File: config.mk
export PLATFORM = sky130hd
export DESIGN_NAME = thermal_boot_supervisor
export DESIGN_NICKNAME = d
export VERILOG_FILES = /design/src/common/tbs_pkg.sv /design/src/hw/thermal_boot_supervisor.sv /design/src/hw/ntc_policy.sv /design/src/hw/index_decode.sv
export SDC_FILE = /design/constraint.sdc
export NUM_CORES = 1
export LEC_CHECK = 0
export BUFFER_PORTS_ARGS = -buffer_cell sky130_fd_sc_hd__buf_2
export CAP_MARGIN = 40
export CORE_ASPECT_RATIO = 1.5
export CORE_MARGIN = 4
export CORE_UTILIZATION = 40
export CTS_CLUSTER_SIZE = 14
export DETAILED_ROUTE_END_ITERATION = 8
export GPL_TIMING_DRIVEN = 0
export RECOVER_POWER = 100
export REMOVE_ABC_BUFFERS = 1
export SKIP_LAST_GASP = 1
export SYNTH_ARGS = -nofsm -noshare
export SYNTH_HDL_FRONTEND = slang
export SYNTH_SLANG_ARGS = --single-unit
File: constraint.sdc
create_clock -name hclk -period 2.5 [get_ports hclk]
set_input_delay 0.5 -clock hclk [delete_from_list [all_inputs] [get_ports hclk]]
set_output_delay 0.5 -clock hclk [all_outputs]
set_load 0.01 [all_outputs]
File: src/common/tbs_pkg.sv
// Functional notes
// - Either converter switch sensor hot: disable converter, request error recovery.
// - Connector-supply sensor hot: open port A connector-supply switch, request recovery.
// - Discharge sensor hot: keep discharge switch open while hot.
// - After cooling, re-close discharge only on falling bus above firmware threshold.
// - Regulator sensor hot: disable whole device and hard-reset the processor.
// - After master shutdown, resume only once regulator sensor is below hysteresis.
// - Enable comparator below off threshold: stay in shutdown, processor disabled.
// - Active mode only with enable above rising threshold and supply valid.
// - Active start: measure select resistor, decode index, then load configuration.
// - Configuration or patch load error: run with port A only, plain Type-C.
// - Decoded index 8 is the reserved update mode through port A.
// - Three configurable thermistor thresholds give power policy levels, rising is hotter.
package tbs_pkg;
    localparam logic [7:0] ADDR_CTRL = 8'h00;
    localparam logic [7:0] ADDR_STATUS = 8'h04;
    localparam logic [7:0] ADDR_NTC_TH0 = 8'h08;
    localparam logic [7:0] ADDR_NTC_TH1 = 8'h0c;
    localparam logic [7:0] ADDR_NTC_TH2 = 8'h10;
    localparam logic [7:0] ADDR_DISCH_TH = 8'h14;
    localparam logic [7:0] ADDR_BOOT = 8'h18;
    localparam int CTRL_LOAD_DONE = 0;
    localparam int CTRL_LOAD_ERR = 1;
    localparam int CTRL_RECOV_CLR = 2;
    localparam logic [31:0] CTRL_RESET = 32'h0000_0000;
    localparam logic [11:0] NTC_TH0_RESET = 12'h800;
    localparam logic [11:0] NTC_TH1_RESET = 12'ha00;
    localparam logic [11:0] NTC_TH2_RESET = 12'hc00;
    localparam logic [11:0] DISCH_TH_RESET = 12'h100;
    localparam logic [3:0] UPDATE_INDEX = 4'h8;
    localparam int ADC_W = 12;
    typedef enum logic [2:0] {
        ST_SHUTDOWN, ST_MEASURE, ST_LOAD, ST_RUN, ST_FALLBACK, ST_UPDATE
    } mode_t;
endpackage : tbs_pkg

File: src/hw/thermal_boot_supervisor.sv
`timescale 1ns/1ns
module thermal_boot_supervisor (
    // Clock and reset
    input wire logic hclk,
    input wire logic hresetn,
    input wire logic ce,
    // AHB-Lite slave
    input wire logic hsel,
    input wire logic [31:0] haddr,
    input wire logic [1:0] htrans,
    input wire logic hwrite,
    input wire logic [2:0] hsize,
    input wire logic [31:0] hwdata,
    input wire logic hready,
    output logic [31:0] hrdata,
    output logic hreadyout,
    output logic hresp,
    // Sensors and comparators
    input wire logic [1:0] converter_switch_overtemp,
    input wire logic conn_supply_overtemp,
    input wire logic discharge_path_overtemp,
    input wire logic master_regulator_overtemp,
    input wire logic enable_rising_threshold,
    input wire logic enable_off_below,
    input wire logic supply_valid_threshold,
    // Measurements
    input wire logic [tbs_pkg::ADC_W-1:0] config_select_resistor,
    input wire logic [tbs_pkg::ADC_W-1:0] thermistor_sense,
    input wire logic [tbs_pkg::ADC_W-1:0] port_a_bus_power,
    // Outputs
    output logic converter_enable,
    output logic port_a_conn_supply,
    output logic discharge_switch_closed,
    output logic error_recovery_req,
    output logic processor_reset_n,
    output logic port_b_enable,
    output logic update_mode,
    output logic [1:0] thermal_level
);
    import tbs_pkg::*;

    mode_t mode_reg, mode_next;
    logic [31:0] ctrl_reg;
    logic [ADC_W-1:0] th0_reg, th1_reg, th2_reg, disch_th_reg;
    logic [3:0] index_reg;
    logic [3:0] index_w;
    logic disch_open_reg;
    logic [ADC_W-1:0] vbus_prev_reg;
    logic recov_reg;
    logic master_latch_reg;
    logic wr_pend_reg, rd_pend_reg;
    logic [7:0] addr_reg;
    logic [31:0] rdata_next;

    ntc_policy u_ntc (
        .hclk(hclk),
        .hresetn(hresetn),
        .ce(ce),
        .sample(thermistor_sense),
        .th0(th0_reg),
        .th1(th1_reg),
        .th2(th2_reg),
        .level(thermal_level)
    );

    index_decode u_idx (
        .code(config_select_resistor),
        .index(index_w)
    );

    // Bus: zero wait states, always OKAY; unmapped reads return zero
    wire bus_take = hsel && hready && htrans[1] && ce;
    // Field positions: index 19:16, level 13:12, discharge open 11, recovery 10, latch 9
    wire [31:0] status_w = {12'h0, index_reg, 2'h0, thermal_level, disch_open_reg,
                            recov_reg, master_latch_reg, 6'h0, 3'(mode_reg)};
    assign hreadyout = 1'b1;
    assign hresp = 1'b0;
    always_comb begin
        case (haddr[7:0])
            ADDR_CTRL: rdata_next = ctrl_reg;
            ADDR_STATUS: rdata_next = status_w;
            ADDR_NTC_TH0: rdata_next = {20'h0, th0_reg};
            ADDR_NTC_TH1: rdata_next = {20'h0, th1_reg};
            ADDR_NTC_TH2: rdata_next = {20'h0, th2_reg};
            ADDR_DISCH_TH: rdata_next = {20'h0, disch_th_reg};
            ADDR_BOOT: rdata_next = {28'h0, index_reg};
            default: rdata_next = 32'h0;
        endcase
    end

    always_ff @(posedge hclk or negedge hresetn) begin
        if (!hresetn) begin
            wr_pend_reg <= 1'b0;
            rd_pend_reg <= 1'b0;
            addr_reg <= 8'h0;
            hrdata <= 32'h0;
        end else if (ce) begin
            wr_pend_reg <= bus_take && hwrite;
            rd_pend_reg <= bus_take && !hwrite;
            if (bus_take) begin
                addr_reg <= haddr[7:0];
            end
            if (bus_take && !hwrite) begin
                hrdata <= rdata_next;
            end
        end
    end

    wire wr_ctrl = wr_pend_reg && (addr_reg == ADDR_CTRL);

    always_ff @(posedge hclk or negedge hresetn) begin
        if (!hresetn) begin
            ctrl_reg <= CTRL_RESET;
            th0_reg <= NTC_TH0_RESET;
            th1_reg <= NTC_TH1_RESET;
            th2_reg <= NTC_TH2_RESET;
            disch_th_reg <= DISCH_TH_RESET;
        end else if (ce) begin
            if (wr_ctrl) begin
                ctrl_reg <= {29'h0, hwdata[2:0]};
            end else if (mode_reg == ST_SHUTDOWN) begin
                // Boot handshake bits are meaningless once the processor is held
                ctrl_reg <= CTRL_RESET;
            end
            if (wr_pend_reg && addr_reg == ADDR_NTC_TH0) th0_reg <= hwdata[ADC_W-1:0];
            if (wr_pend_reg && addr_reg == ADDR_NTC_TH1) th1_reg <= hwdata[ADC_W-1:0];
            if (wr_pend_reg && addr_reg == ADDR_NTC_TH2) th2_reg <= hwdata[ADC_W-1:0];
            if (wr_pend_reg && addr_reg == ADDR_DISCH_TH) begin
                disch_th_reg <= hwdata[ADC_W-1:0];
            end
        end
    end

    // Power mode
    wire power_ok = enable_rising_threshold && supply_valid_threshold && !enable_off_below;
    always_comb begin
        mode_next = mode_reg;
        case (mode_reg)
            ST_SHUTDOWN: begin
                if (power_ok && !master_latch_reg) mode_next = ST_MEASURE;
            end
            ST_MEASURE: mode_next = ST_LOAD;
            ST_LOAD: begin
                if (index_reg == UPDATE_INDEX) mode_next = ST_UPDATE;
                else if (ctrl_reg[CTRL_LOAD_ERR]) mode_next = ST_FALLBACK;
                else if (ctrl_reg[CTRL_LOAD_DONE]) mode_next = ST_RUN;
            end
            ST_RUN, ST_FALLBACK, ST_UPDATE: mode_next = mode_reg;
            default: mode_next = ST_SHUTDOWN;
        endcase
        // Leaving power or master over-temperature always wins
        if (enable_off_below || !supply_valid_threshold) mode_next = ST_SHUTDOWN;
        if (master_regulator_overtemp) mode_next = ST_SHUTDOWN;
    end

    always_ff @(posedge hclk or negedge hresetn) begin
        if (!hresetn) begin
            mode_reg <= ST_SHUTDOWN;
            index_reg <= 4'h0;
            master_latch_reg <= 1'b0;
            processor_reset_n <= 1'b0;
        end else if (ce) begin
            mode_reg <= mode_next;
            if (mode_reg == ST_MEASURE) index_reg <= index_w;
            // Stays latched until the sensor itself clears below hysteresis
            master_latch_reg <= master_regulator_overtemp;
            processor_reset_n <= (mode_next != ST_SHUTDOWN);
        end
    end

    // Error recovery request held until firmware clears it; new event wins over clear
    wire recov_evt = (|converter_switch_overtemp) || conn_supply_overtemp;
    always_ff @(posedge hclk or negedge hresetn) begin
        if (!hresetn) begin
            recov_reg <= 1'b0;
        end else if (ce) begin
            if (recov_evt) recov_reg <= 1'b1;
            else if (wr_ctrl && hwdata[CTRL_RECOV_CLR]) recov_reg <= 1'b0;
        end
    end
    assign error_recovery_req = recov_reg;

    // Discharge switch
    wire vbus_falling = port_a_bus_power < vbus_prev_reg;
    wire vbus_above = port_a_bus_power > disch_th_reg;
    always_ff @(posedge hclk or negedge hresetn) begin
        if (!hresetn) begin
            disch_open_reg <= 1'b0;
            vbus_prev_reg <= '0;
        end else if (ce) begin
            vbus_prev_reg <= port_a_bus_power;
            if (discharge_path_overtemp) begin
                disch_open_reg <= 1'b1;
            end else if (disch_open_reg && vbus_falling && vbus_above) begin
                disch_open_reg <= 1'b0;
            end
        end
    end

    wire active = (mode_reg != ST_SHUTDOWN);
    always_ff @(posedge hclk or negedge hresetn) begin
        if (!hresetn) begin
            converter_enable <= 1'b0;
            port_a_conn_supply <= 1'b0;
            discharge_switch_closed <= 1'b0;
            port_b_enable <= 1'b0;
            update_mode <= 1'b0;
        end else if (ce) begin
            converter_enable <= active && !(|converter_switch_overtemp);
            port_a_conn_supply <= active && !conn_supply_overtemp;
            discharge_switch_closed <= active && !discharge_path_overtemp &&
                                       !disch_open_reg;
            port_b_enable <= (mode_reg == ST_RUN);
            update_mode <= (mode_reg == ST_UPDATE);
        end
    end
endmodule : thermal_boot_supervisor

File: src/hw/ntc_policy.sv
`timescale 1ns/1ns
module ntc_policy (
    // Clock
    input wire logic hclk,
    input wire logic hresetn,
    input wire logic ce,
    // Sample and thresholds
    input wire logic [tbs_pkg::ADC_W-1:0] sample,
    input wire logic [tbs_pkg::ADC_W-1:0] th0,
    input wire logic [tbs_pkg::ADC_W-1:0] th1,
    input wire logic [tbs_pkg::ADC_W-1:0] th2,
    // Level, 0 cool to 3 hottest
    output logic [1:0] level
);
    import tbs_pkg::*;
    logic [1:0] level_next;
    // Rising voltage means hotter, so each threshold crossed adds a step
    assign level_next = (sample >= th2) ? 2'h3 : (sample >= th1) ? 2'h2 :
                        (sample >= th0) ? 2'h1 : 2'h0;
    always_ff @(posedge hclk or negedge hresetn) begin
        if (!hresetn) begin
            level <= 2'h0;
        end else if (ce) begin
            level <= level_next;
        end
    end
endmodule : ntc_policy

File: src/hw/index_decode.sv
`timescale 1ns/1ns
module index_decode (
    // Resistor measurement code
    input wire logic [tbs_pkg::ADC_W-1:0] code,
    // Decoded index
    output logic [3:0] index
);
    import tbs_pkg::*;
    // Sixteen equal bands of the measured code
    assign index = code[ADC_W-1:ADC_W-4];
endmodule : index_decode

==> flow_summary_export.csv <==
group,metric,value,unit
finish,stdcell_area,7180,sq um
critical_path,end_kind,"flop",
critical_path,worst-path-buf-inv,2,
logic_synthesis,ys_seq_area_frac,0.435,
drt,routedWlPerCell,18.3,um
critical_path,critical_path.top_delay_family,"simple AND/OR/NAND/NOR gates",
drt,drc,0,
cts,htree_levels,3,
power_and_ir_drop,leakage,3.36,nW
floorplanning,die_w,110,um
logic_synthesis,synth_edf_count,0,
timing,finalCritPeriodShare,0.977,
cts,cts_root_buf,"clkbuf_16",
timing,drv_slew,0,
power_and_ir_drop,combPwrFrac,0.134,
critical_path,path_class,"in -> reg",
timing,finalClockSkew,9.40,ps
critical_path,cp-start-kind,"input port",
logic_synthesis,syn_area,6230,sq um
floorplanning,pin_count,162,
global_route,grt_antenna_before_repair,0,
logic_synthesis,synth_top_area_frac,0.409,
floorplanning,row_count,55,
power_and_ir_drop,p_sw,0.00106,W
finish,drive_gt1_frac,0.248,
timing,worst_slew_pin_slew,1310,ps
power_and_ir_drop,power_density,547,nW/um^2
logic_synthesis,yosysWarnings,0,
floorplanning,core_area,15200,sq um
critical_path,crit_required,2770,ps
finish,diodes,0,
logic_synthesis,ys.flop_type,"dfrtp_1",
logic_synthesis,synth-seq-cells,108,
cts,cts_tree,"done",
global_route,grt_start_max_net_pins,58,
drt,drt-pass1-iter-count,4,
timing,fmax,410,MHz
logic_synthesis,async_reset_ff_frac,1.00,
logic_synthesis,synth_area_per_cell,10.5,sq um
global_route,grt_pass1_wl,25.4,mm
timing,holdWs,358,ps
global_route,grt_overflow,0,
placed_design,dp.cells,865,
placed_design,portBuffers,89,
power_and_ir_drop,clkPwrFrac,0.373,
critical_path,cp_slowest_stage_delay,700,ps
timing,rsz0062_at_grt,"false",
cts,cts_buffer_depth,2,
drt,vias,4778,
drt,first_iter_violations,137,
placed_design,place_hpwl,12.6,mm
cts,clk_latency,360,ps
critical_path,crit_chain,"buf_2, or4_1, nor4_2, clkbuf_2, a22o_1, a221oi_1, o21ai_0",
status,status,"complete, no violations",
critical_path,path_max_fanout,6,
placed_design,postPlaceCellArea,6890,sq um
power_and_ir_drop,switching_share,0.270,
timing,relSlewSlack,0.130,
power_and_ir_drop,p_total,0.00393,W
logic_synthesis,synthTopCellsByArea,"dfrtp_1, ha_1, mux2_2",
finish,final_nets,863,
power_and_ir_drop,internal-power,0.00287,W
power_and_ir_drop,peakVddDrop,0.000282,V
floorplanning,start_util,0.410,
cts,numCtsBuffers,9,
finish,largest-register,"hrdata",
floorplanning,fp.dieH,161,um
drt,antenna_left,0,
cts,clk_pin_slew,70,ps
timing,hold_violations,0,
power_and_ir_drop,seqPwrFrac,0.493,
placed_design,gp_congestion,0.891,
timing,setup_viol,0,
logic_synthesis,syn_inst,592,
critical_path,cp_slowest_cell,"or4_1",
critical_path,cp.arrival,2710,ps
job,drv_cap,0,
finish,area_delta_synth_final,15.3,%
logic_synthesis,yosys.area.top_type,"dfrtp_1",
floorplanning,dieArea,17700,sq um
min_path,min_path_type,"in -> reg",
finish,instances_no_fill,889,
drt,viasPerCell,5.37,
global_route,grt_usage,0.187,
global_route,grt_pass1_vias,4970,
finish,largest_reg_flops,18,
logic_synthesis,ys_types,57,
cts,clock_sink_count,108,
drt,routed_wl,16.3,mm
timing,period_minus_slack,2440,ps
-- routing by layer --
| metal | up-vias | routed length (um) | track usage |
|---|---|---|---|
| li1 | 2281 | - | - |
| met1 | 2353 | 6530 | 0.219 |
| met2 | 116 | 8620 | 0.336 |
| met3 | 28 | 643 | 0.0245 |
| met4 | 0 | 458 | 0.0777 |
| met5 | - | 0 | 0 |
-- cells by family after synthesis --
logic type	synth area share
flip-flops	0.435
adder cells (fa/ha/maj)	0.118
AND/OR/NAND/NOR	0.104
buffers and inverters	0.0741
multiplexers	0.135
AO/OA/AOI/OAI	0.132
other	0.00120
-- synthesized netlist by cell type (6+ instances only) --
cell type,instances
a211oi_1,6
nor2_1,17
a22o_1,13
mux2i_1,10
nand4_1,9
o21ai_0,29
inv_1,69
mux2_2,64
clkbuf_1,11
nor3_1,7
nand2b_1,8
o21ai_1,8
dfstp_2,6
dfrtp_1,102
nand3_1,6
nand2_1,43
a221oi_1,11
a21oi_1,21
buf_4,16
ha_1,59
-- final timing paths --
check	slack, ps	from	end	cells past startpoint
setup reg to reg	150	addr_reg[1]	disch_th_reg[7]	6
setup / recovery	60	haddr[0]	hrdata[7]	7
hold reg to reg	490	hrdata[8]	hrdata[8]	2
max in group asynchronous	520	hresetn	index_reg[2]	2
hold / removal	360	config_select_resistor[11]	index_reg[3]	3
min in group asynchronous	420	hresetn	th1_reg[8]	1
-- worst min-delay path, cell delays in order --
cell and delay (ps):
buf_2 80, nand2_1 40, o21ai_0 60
-- per-stage QoR --
| stage | utilization | worst slack (ps) | setup TNS, ps |
|---|---|---|---|
| floorplan | - | -119 | -1340 |
| global placement | 0.446 | -1780 | -107630 |
| detailed placement | 0.453 | -1320 | -41600 |
| CTS | 0.476 | 27.2 | 0 |
| global route | 0.472 | 8.08 | 0 |
| finish | 0.472 | 58.4 | 0 |
-- final cells by class --
class / count / area [sq um]
fillers: 1452 / 8020
multi-input cells: 393 / 3130
flip-flops and latches: 108 / 2710
repair buffers: 104 / 539
inverters: 69 / 259
well taps: 199 / 249
clock buffers: 9 / 225
clock inverters: 7 / 73.8
-- power by group through the flow --
stage	Clock (W)	Combinational [W]	Sequential, W
6_report	0.00147	0.000528	0.00194
5_1_grt	0.00158	0.000601	0.00195
4_1_cts	0.00151	0.000541	0.00194
3_5_place_dp	0	0.000534	0.00197
3_3_place_gp	0	0.000506	0.00196
2_1_floorplan	0	0.000307	0.00194
-- layout by cell type, fill, tap and decap left out, types with 11 or more instances in the layout --
| cell type | n |
|---|---|
| o21ai_0 | 35 |
| conb_1 | 16 |
| a221oi_1 | 11 |
| inv_1 | 69 |
| a21oi_1 | 21 |
| dfrtp_1 | 102 |
| nor2_1 | 17 |
| clkbuf_1 | 29 |
| a22o_1 | 13 |
| mux2_2 | 64 |
| ha_1 | 59 |
| buf_2 | 60 |
| nand2_1 | 43 |
-- timing repair --
| item | in CTS | in global routing |
|---|---|---|
| buffers inserted | 2 | 6 |
| pin swaps | 2 | 3 |
| hold buffers | 0 | 0 |
| resized for setup | 4 | 2 |
| setup endpoints to repair | 64 | 26 |
No activity file was read; power rests on OpenSTA's default activity.
